### config.mk
export PLATFORM = sky130hd
export DESIGN_NAME = tmss_scan_seq
export DESIGN_NICKNAME = d
export VERILOG_FILES = /design/src/tmss_pkg.sv /design/src/tmss_count_timer.sv /design/src/tmss_scan_seq.sv
export VERILOG_INCLUDE_DIRS = /design/src
export SDC_FILE = /design/constraint.sdc
export NUM_CORES = 1
export LEC_CHECK = 0
export BUFFER_PORTS_ARGS = -buffer_cell sky130_fd_sc_hd__buf_2
export CAP_MARGIN = 20
export CORE_AREA = 2 2 142 144
export CTS_CLUSTER_DIAMETER = 150
export DETAILED_ROUTE_END_ITERATION = 10
export DIE_AREA = 0 0 144 146
export GPL_ROUTABILITY_DRIVEN = 0
export GPL_TIMING_DRIVEN = 0
export PLACE_DENSITY = 0.71
export SLEW_MARGIN = 10
export SYNTH_ARGS = -nofsm -noshare
export SYNTH_HDL_FRONTEND = slang
export SYNTH_SLANG_ARGS = --single-unit
export TNS_END_PERCENT = 30
### constraint.sdc
create_clock -name i_sys_clk -period 3.35 [get_ports i_sys_clk]
set_input_delay 0.5025 -clock i_sys_clk [delete_from_list [all_inputs] [get_ports i_sys_clk]]
set_output_delay 0.5025 -clock i_sys_clk [all_outputs]
set_load 0.01 [all_outputs]
### src/tmss_defs.svh
`ifndef TMSS_DEFS_SVH
`define TMSS_DEFS_SVH

// Matrix geometry
`define TMSS_NUM_X 8
`define TMSS_NUM_Y 3
`define TMSS_NUM_KEYS 24

// Timing
`define TMSS_CLK_MHZ 125
`define TMSS_DWELL_NS 375
`define TMSS_DWELL_CYC ((`TMSS_DWELL_NS * `TMSS_CLK_MHZ) / 1000)
`define TMSS_SELFTEST_US 5000
`define TMSS_SELFTEST_CYC (`TMSS_SELFTEST_US * `TMSS_CLK_MHZ)
`define TMSS_PULSE_GAP_CYC 16
`define TMSS_CONV_CYC 32

`endif

### src/tmss_pkg.sv
package tmss_pkg;
   typedef enum logic [2:0] {
      TMSS_IDLE  = 3'b000,
      TMSS_FIND  = 3'b001,
      TMSS_DWELL = 3'b010,
      TMSS_GAP   = 3'b011,
      TMSS_CONV  = 3'b100,
      TMSS_TEST  = 3'b101
   } tmss_state_t;
endpackage

### src/tmss_count_timer.sv
`timescale 1ns/100ps
`default_nettype none
`include "tmss_defs.svh"
module tmss_count_timer #(
   parameter int W = 20
) (
   // Clock and reset
   input wire logic i_sys_clk,
   input wire logic i_rst_n,
   // Control
   input wire logic i_load,
   input wire logic [W-1:0] i_count,
   // Status
   output logic o_done
);
   logic [W-1:0] cnt_reg;
   logic busy_reg;
   always_ff @(posedge i_sys_clk or negedge i_rst_n) begin
      if (!i_rst_n) begin
         cnt_reg <= '0;
         busy_reg <= 1'b0;
         o_done <= 1'b0;
      end else begin
         o_done <= 1'b0;
         if (i_load) begin
            cnt_reg <= i_count;
            busy_reg <= 1'b1;
         end else if (busy_reg) begin
            if (cnt_reg <= 1) begin
               busy_reg <= 1'b0;
               o_done <= 1'b1;
            end else begin
               cnt_reg <= cnt_reg - 1'b1;
            end
         end
      end
   end
endmodule // tmss_count_timer
`default_nettype wire

### src/tmss_scan_seq.sv
`timescale 1ns/100ps
`default_nettype none
`include "tmss_defs.svh"
module tmss_scan_seq #(
   parameter int NUM_X = `TMSS_NUM_X,
   parameter int NUM_Y = `TMSS_NUM_Y,
   parameter int SELFTEST_CYC = `TMSS_SELFTEST_CYC,
   parameter int CONV_CYC = `TMSS_CONV_CYC,
   parameter int GAP_CYC = `TMSS_PULSE_GAP_CYC,
   parameter int SIG_W = 16
) (
   // Clock and reset
   input wire logic i_sys_clk,
   input wire logic i_rst_n,
   // Setups, per-key ones with key k in slice k, then shared signal limit and calibrate
   input wire logic [NUM_X*NUM_Y*8-1:0] i_burst_pulse_count,
   input wire logic [NUM_X*NUM_Y*4-1:0] i_normal_detect_integrator_limit,
   input wire logic [7:0] i_lower_signal_limit,
   input wire logic i_calibrate,
   // Analog front end
   input wire logic [SIG_W-1:0] i_adc_value,
   // Matrix drive
   output logic [NUM_X-1:0] o_x_drive,
   output logic [NUM_Y-1:0] o_y_capture,
   output logic o_convert,
   // Per-key report
   output logic o_report_valid,
   output logic [4:0] o_report_key,
   output logic [SIG_W-1:0] o_report_signal,
   output logic [SIG_W-1:0] o_report_reference,
   output logic o_report_low_signal,
   output logic o_report_calibrating,
   output logic o_report_cal_failed,
   output logic o_report_detect,
   // Scan status
   output logic o_scan_done,
   output logic o_self_test
);
   import tmss_pkg::*;

   localparam int NK = NUM_X * NUM_Y;
   localparam int DWELL_CYC = (`TMSS_DWELL_CYC < 1) ? 1 : `TMSS_DWELL_CYC;

   // ------------------------------------------------------------
   // Helper functions
   // ------------------------------------------------------------
   function automatic logic key_enabled(input logic [NK*4-1:0] lim, input logic [4:0] k);
      key_enabled = (lim[k*4 +: 4] != 4'h0);
   endfunction

   function automatic logic [7:0] key_burst(input logic [NK*8-1:0] bl, input logic [4:0] k);
      key_burst = bl[k*8 +: 8];
   endfunction

   // ------------------------------------------------------------
   // State
   // ------------------------------------------------------------
   tmss_state_t state_reg, state_next;
   logic [4:0] key_reg;
   logic [7:0] pulse_reg;
   logic cal_pend_reg;
   logic cal_scan_reg;
   logic tmr_load;
   logic [31:0] tmr_count;
   logic tmr_done;
   logic [SIG_W-1:0] adc_s1_reg, adc_s2_reg;

   // ------------------------------------------------------------
   // Decoding
   // ------------------------------------------------------------
   wire logic cur_en = key_enabled(i_normal_detect_integrator_limit, key_reg);
   wire logic last_key = (key_reg == 5'(NK - 1));
   wire logic [2:0] key_x = 3'(key_reg % NUM_X);
   wire logic [1:0] key_y = 2'(key_reg / NUM_X);
   wire logic [7:0] cur_bl = key_burst(i_burst_pulse_count, key_reg);
   wire logic burst_end = (pulse_reg + 8'h01 >= cur_bl);
   wire logic cur_live = cur_en && (cur_bl != 8'h00);
   wire logic test_end = (state_reg == TMSS_TEST) && tmr_done;
   wire logic key_step = ((state_reg == TMSS_FIND) && !cur_live && !last_key) ||
      ((state_reg == TMSS_CONV) && tmr_done && !last_key);

   // ------------------------------------------------------------
   // Next state
   // ------------------------------------------------------------
   always_comb begin
      state_next = state_reg;
      tmr_load = 1'b0;
      tmr_count = 32'(GAP_CYC);
      case (state_reg)
         TMSS_IDLE: begin
            state_next = TMSS_FIND;
         end
         TMSS_FIND: begin
            if (cur_live) begin
               state_next = TMSS_DWELL;
               tmr_load = 1'b1;
               tmr_count = 32'(DWELL_CYC);
            end else if (last_key) begin
               state_next = TMSS_TEST;
               tmr_load = 1'b1;
               tmr_count = 32'(SELFTEST_CYC);
            end
         end
         TMSS_DWELL: begin
            if (tmr_done) begin
               tmr_load = 1'b1;
               if (burst_end) begin
                  state_next = TMSS_CONV;
                  tmr_count = 32'(CONV_CYC);
               end else begin
                  state_next = TMSS_GAP;
                  tmr_count = 32'(GAP_CYC);
               end
            end
         end
         TMSS_GAP: begin
            if (tmr_done) begin
               state_next = TMSS_DWELL;
               tmr_load = 1'b1;
               tmr_count = 32'(DWELL_CYC);
            end
         end
         TMSS_CONV: begin
            if (tmr_done) begin
               if (last_key) begin
                  state_next = TMSS_TEST;
                  tmr_load = 1'b1;
                  tmr_count = 32'(SELFTEST_CYC);
               end else begin
                  state_next = TMSS_FIND;
               end
            end
         end
         TMSS_TEST: begin
            if (tmr_done) begin
               state_next = TMSS_FIND;
            end
         end
         default: begin
            state_next = TMSS_IDLE;
         end
      endcase
   end

   // ------------------------------------------------------------
   // Timer
   // ------------------------------------------------------------
   // Timing from system clock only
   tmss_count_timer #(
      .W(32)
   ) tmss_count_timer_inst (
      .i_sys_clk(i_sys_clk),
      .i_rst_n(i_rst_n),
      .i_load(tmr_load),
      .i_count(tmr_count),
      .o_done(tmr_done)
   );

   // ------------------------------------------------------------
   // Sequencer registers
   // ------------------------------------------------------------
   always_ff @(posedge i_sys_clk or negedge i_rst_n) begin
      if (!i_rst_n) begin
         adc_s1_reg <= '0;
         adc_s2_reg <= '0;
      end else begin
         adc_s1_reg <= i_adc_value;
         adc_s2_reg <= adc_s1_reg;
      end
   end

   always_ff @(posedge i_sys_clk or negedge i_rst_n) begin
      if (!i_rst_n) begin
         state_reg <= TMSS_IDLE;
      end else begin
         state_reg <= state_next;
      end
   end

   always_ff @(posedge i_sys_clk or negedge i_rst_n) begin
      if (!i_rst_n) begin
         key_reg <= 5'h00;
      end else if (state_reg == TMSS_TEST) begin
         key_reg <= 5'h00;
      end else if (key_step) begin
         key_reg <= key_reg + 5'h01;
      end
   end

   // Pulse count within one burst
   always_ff @(posedge i_sys_clk or negedge i_rst_n) begin
      if (!i_rst_n) begin
         pulse_reg <= 8'h00;
      end else if (state_reg == TMSS_FIND) begin
         pulse_reg <= 8'h00;
      end else if (state_reg == TMSS_DWELL && tmr_done) begin
         pulse_reg <= pulse_reg + 8'h01;
      end
   end

   // Calibrate marker: clear wins over set at scan end, a request then going straight to cal_scan_reg
   always_ff @(posedge i_sys_clk or negedge i_rst_n) begin
      if (!i_rst_n) begin
         cal_pend_reg <= 1'b1;
         cal_scan_reg <= 1'b0;
      end else begin
         if (state_reg == TMSS_IDLE || test_end) begin
            cal_scan_reg <= cal_pend_reg | i_calibrate;
            cal_pend_reg <= 1'b0;
         end else if (i_calibrate) begin
            cal_pend_reg <= 1'b1;
         end
      end
   end

   // ------------------------------------------------------------
   // Outputs
   // ------------------------------------------------------------
   wire logic rep_dis = (state_reg == TMSS_FIND) && !cur_live;
   wire logic rep_en = (state_reg == TMSS_CONV) && tmr_done;
   wire logic to_dwell = (state_next == TMSS_DWELL);

   always_ff @(posedge i_sys_clk or negedge i_rst_n) begin
      if (!i_rst_n) begin
         o_x_drive <= '0;
         o_y_capture <= '0;
         o_convert <= 1'b0;
      end else begin
         // One of 8 X, one of 3 Y
         o_x_drive <= to_dwell ? NUM_X'(1) << key_x : '0;
         o_y_capture <= to_dwell ? NUM_Y'(1) << key_y : '0;
         o_convert <= (state_next == TMSS_CONV);
      end
   end

   always_ff @(posedge i_sys_clk or negedge i_rst_n) begin
      if (!i_rst_n) begin
         o_self_test <= 1'b0;
         o_scan_done <= 1'b0;
      end else begin
         o_self_test <= (state_reg == TMSS_TEST) && !tmr_done;
         o_scan_done <= test_end;
      end
   end

   // ------------------------------------------------------------
   // Key report
   // ------------------------------------------------------------
   always_ff @(posedge i_sys_clk or negedge i_rst_n) begin
      if (!i_rst_n) begin
         o_report_valid <= 1'b0;
         o_report_key <= 5'h00;
         o_report_signal <= '0;
         o_report_reference <= '0;
         o_report_low_signal <= 1'b0;
         o_report_calibrating <= 1'b0;
         o_report_cal_failed <= 1'b0;
         o_report_detect <= 1'b0;
      end else begin
         o_report_valid <= rep_dis | rep_en;
         o_report_key <= key_reg;
         o_report_signal <= rep_en ? adc_s2_reg : '0;
         o_report_reference <= rep_en ? adc_s2_reg : '0;
         // Low-signal only if limit above zero
         o_report_low_signal <= rep_dis && (i_lower_signal_limit != 8'h00);
         o_report_calibrating <= cal_scan_reg;
         o_report_cal_failed <= rep_dis;
         o_report_detect <= 1'b0;
      end
   end
endmodule // tmss_scan_seq
`default_nettype wire

==> metrics.yaml <==
seqPwrFrac_pct: 37.9
slew-limit-headroom_pct: 42.7
yosysWarnings: 0
dieArea_sq_um: 21000
rsz0062_at_grt: "yes"
clock_latency_ns: 0.41
wire_per_inst_um: 18.5
crit_top_cell: "nor2b_1"
overflow: 0
cts_tree: "built"
drtAntennaViolNets: 0
hold_depth: 1
r2r_cells: 14
dp_hpwl_um: 20600
synthTopCellsByCount: "dfrtp_1, nor2_1, mux2i_1"
ir_drop_mv: 0.368
finalClockSkew_ns: 0.00684
drive_above_1_share_pct: 48.3
cp_data_arrival_time_ns: 3.60
syn_nets: 1026
drc_errors: 0
setup_violations: 0
setup_tns_ns: 0
worstSetupEndpointType: "register"
r2r_start: "key_reg[1]"
synth_area_leader_cell: "dfrtp_1"
synth_top_area_share_pct: 41.9
fin_area_sq_um: 10600
nets: 1441
crit_cells: 14
cp_slowest_cell: "a221oi_1"
grt_max_degree: 84
viasPerCell: 5.26
tightestPinTransition_ns: 0.851
critPathBufInv: 3
finalWirelength_um: 25800
p_int_mw: 3.42
fmax_ghz: 0.303
syn_area_sq_um: 7280
cp_top_family: "compound AO/OA/AOI/OAI gates"
die_h_um: 146
cp_cell_sequence: "buf_4 -> nor2b_1 -> clkbuf_4 -> a221oi_1 -> a22oi_1 -> nand3_1 -> inv_1 -> ha_1 -> or3_1 -> o22ai_4 -> nor3_1 -> o21bai_1 -> o221ai_2 -> nor2b_1"
largest_register_ffs: 32
power.leakage_nw: 5.20
maxSlewViolCount: 0
instances_no_fill: 1392
placed_cells: 1329
cap_viol_max_count: 0
synth-edff-count: 0
setup.worst_path.start: "key_reg[1]"
fin_crit_sh_pct: 98.6
syn-instance-count: 694
hold_violations: 0
ys.flop_type: "dfrtp_1"
die_w_um: 144
start_util_pct: 37.7
syn_area_per_cell_sq_um: 10.5
path_clk_slew_ns: 0.06
critical_path.max_stage_delay_ns: 0.50
clk_root_buffer_cell: "clkbuf_16"
cts_max_level: 4
layout_min_cycle_time_ns: 3.30
clk_path_buf_depth: 2
n_fill_cell: 1706
drtIter0Drc: 521
synth_cell_types: 60
grt_util_all_layers_pct: 23.7
async_reset_ff_share_pct: 100
p_per_area_nw_per_um2: 469
port-buffer-count: 369
dpl_cell_area_sq_um: 9500
grt_pass1_vias: 6936
cts_made_buffers: 17
min_path_type: "in -> reg"
ys_top_cells_by_area: "dfrtp_1, mux4_2, mux2i_1"
synth-seq-area-share_pct: 42.3
whs_ns: 0.198
comb_power_share_pct: 25.0
power.switching_mw: 1.53
status: "finished clean"
yosys_register_bits: 123
vias: 7315
first_pass_iters: 5
area_delta_synth_final_pct: 45.2
antenna_found_initial: 10
netSwitchingFraction_pct: 30.9
path_class: "reg -> reg"
yosysMostFrequentCell: "dfrtp_1"
worstHoldStart: "i_adc_value[9]"
io_pins: 371
core_area_sq_um: 19300
power_frac_clock_pct: 37.1
cts.sinks: 123
cp_max_fo: 10
rows: 51
startpoint_type: "register"
required_ns: 3.65
grt_pass1_wl_um: 37600
-- power groups by stage --
stage / Sequential [mW] / Combinational (mW) / Clock, mW
final: 1.88 / 1.24 / 1.84
after global routing: 1.91 / 1.38 / 1.93
after CTS: 1.88 / 1.18 / 1.87
after detailed placement: 1.90 / 1.14 / 0
after global placement: 1.90 / 1.11 / 0
after floorplan: 1.87 / 0.721 / 0
-- layer usage --
layer	global-route usage, %	share of wire [%]	up-vias
met5	0	0.081	-
met4	7.79	2.6	4
met3	5.53	8.6	47
met2	38.0	47	387
met1	31.7	41	3475
li1	-	-	3402
-- final timing paths --
check / slack, ns / end
worst max-delay path: 0.05 / o_convert
worst min-delay path: 0.20 / adc_s1_reg[9]
worst max register to register: 0.05 / o_convert
worst min register to register: 0.34 / adc_s2_reg[0]
max in group asynchronous: 2.06 / key_reg[1]
min in group asynchronous: 0.57 / o_report_reference[12]
-- cell type report --
| type | count | area, sq um | area share, % |
|---|---|---|---|
| Multi-Input combinational cell | 496 | 3960 | 37.5 |
| Sequential cell | 123 | 3080 | 29.1 |
| Timing Repair Buffer | 397 | 2100 | 19.9 |
| Clock buffer | 17 | 425 | 4.02 |
| Buffer | 50 | 384 | 3.63 |
| Tap cell | 265 | 332 | 3.13 |
| Clock inverter | 15 | 174 | 1.64 |
| Inverter | 24 | 103 | 0.970 |
| Antenna cell | 5 | 12.5 | 0.118 |
-- cell usage in the layout (no fill, tap or decap), types with 4 or more instances in the layout --
cell       instances
buf_12             4
clkbuf_16         18
diode_2            5
a221oi_2           8
ha_1              17
xor2_1            11
nand3_1           27
a221oi_1           6
a21oi_1           19
clkbuf_1           8
a22o_1             4
o21ai_0           19
inv_1             20
nor3b_1            6
a22oi_1           14
nor4_1            32
nor2_1            67
mux4_2            30
or4_1              4
xnor2_1           17
nand2_1           30
o211ai_1           6
dfrtp_1          120
or3_1              5
and2_1             4
nand2b_1          10
a2bb2oi_1          8
and3_1            24
nor3_1            15
nor2b_1           10
a21oi_2            4
inv_6              7
mux2i_1           49
buf_2            376
buf_4             47
-- kinds of logic (layout without fill, tap and decap cells) --
kind of cell             after synthesis  after routing  share of synthesized area [%]
AND/OR/NAND/NOR                      252            252                           18.1
XOR/XNOR                              28             28                           3.37
buffers and inverters                 75            503                           5.48
AO/OA/AOI/OAI                        112            112                           10.8
flip-flops                           123            123                           42.3
multiplexers                          86             86                           17.0
adder cells (fa/ha/maj)               17             17                           2.92
other                                  1              6                         0.0515
-- repair_timing --
item / in CTS / in global routing
setup endpoints to repair: 54 / 43
resized for setup: 40 / 27
hold endpoints to repair: 27 / 0
hold buffers: 1 / 0
gates cloned: 0 / 1
buffers inserted: 11 / 14
pin swaps: 6 / 8
-- per-stage QoR --
step	worst slack [ns]	power, mW	util [%]
2_1_floorplan	0.266	2.59	-
3_3_place_gp	-0.627	3.01	48.9
3_5_place_dp	-0.609	3.04	49.1
4_1_cts	0.00540	4.93	53.4
5_1_grt	-0.105	5.22	54.7
6_report	0.0468	4.96	54.7
(Power assumes the default switching activity.)
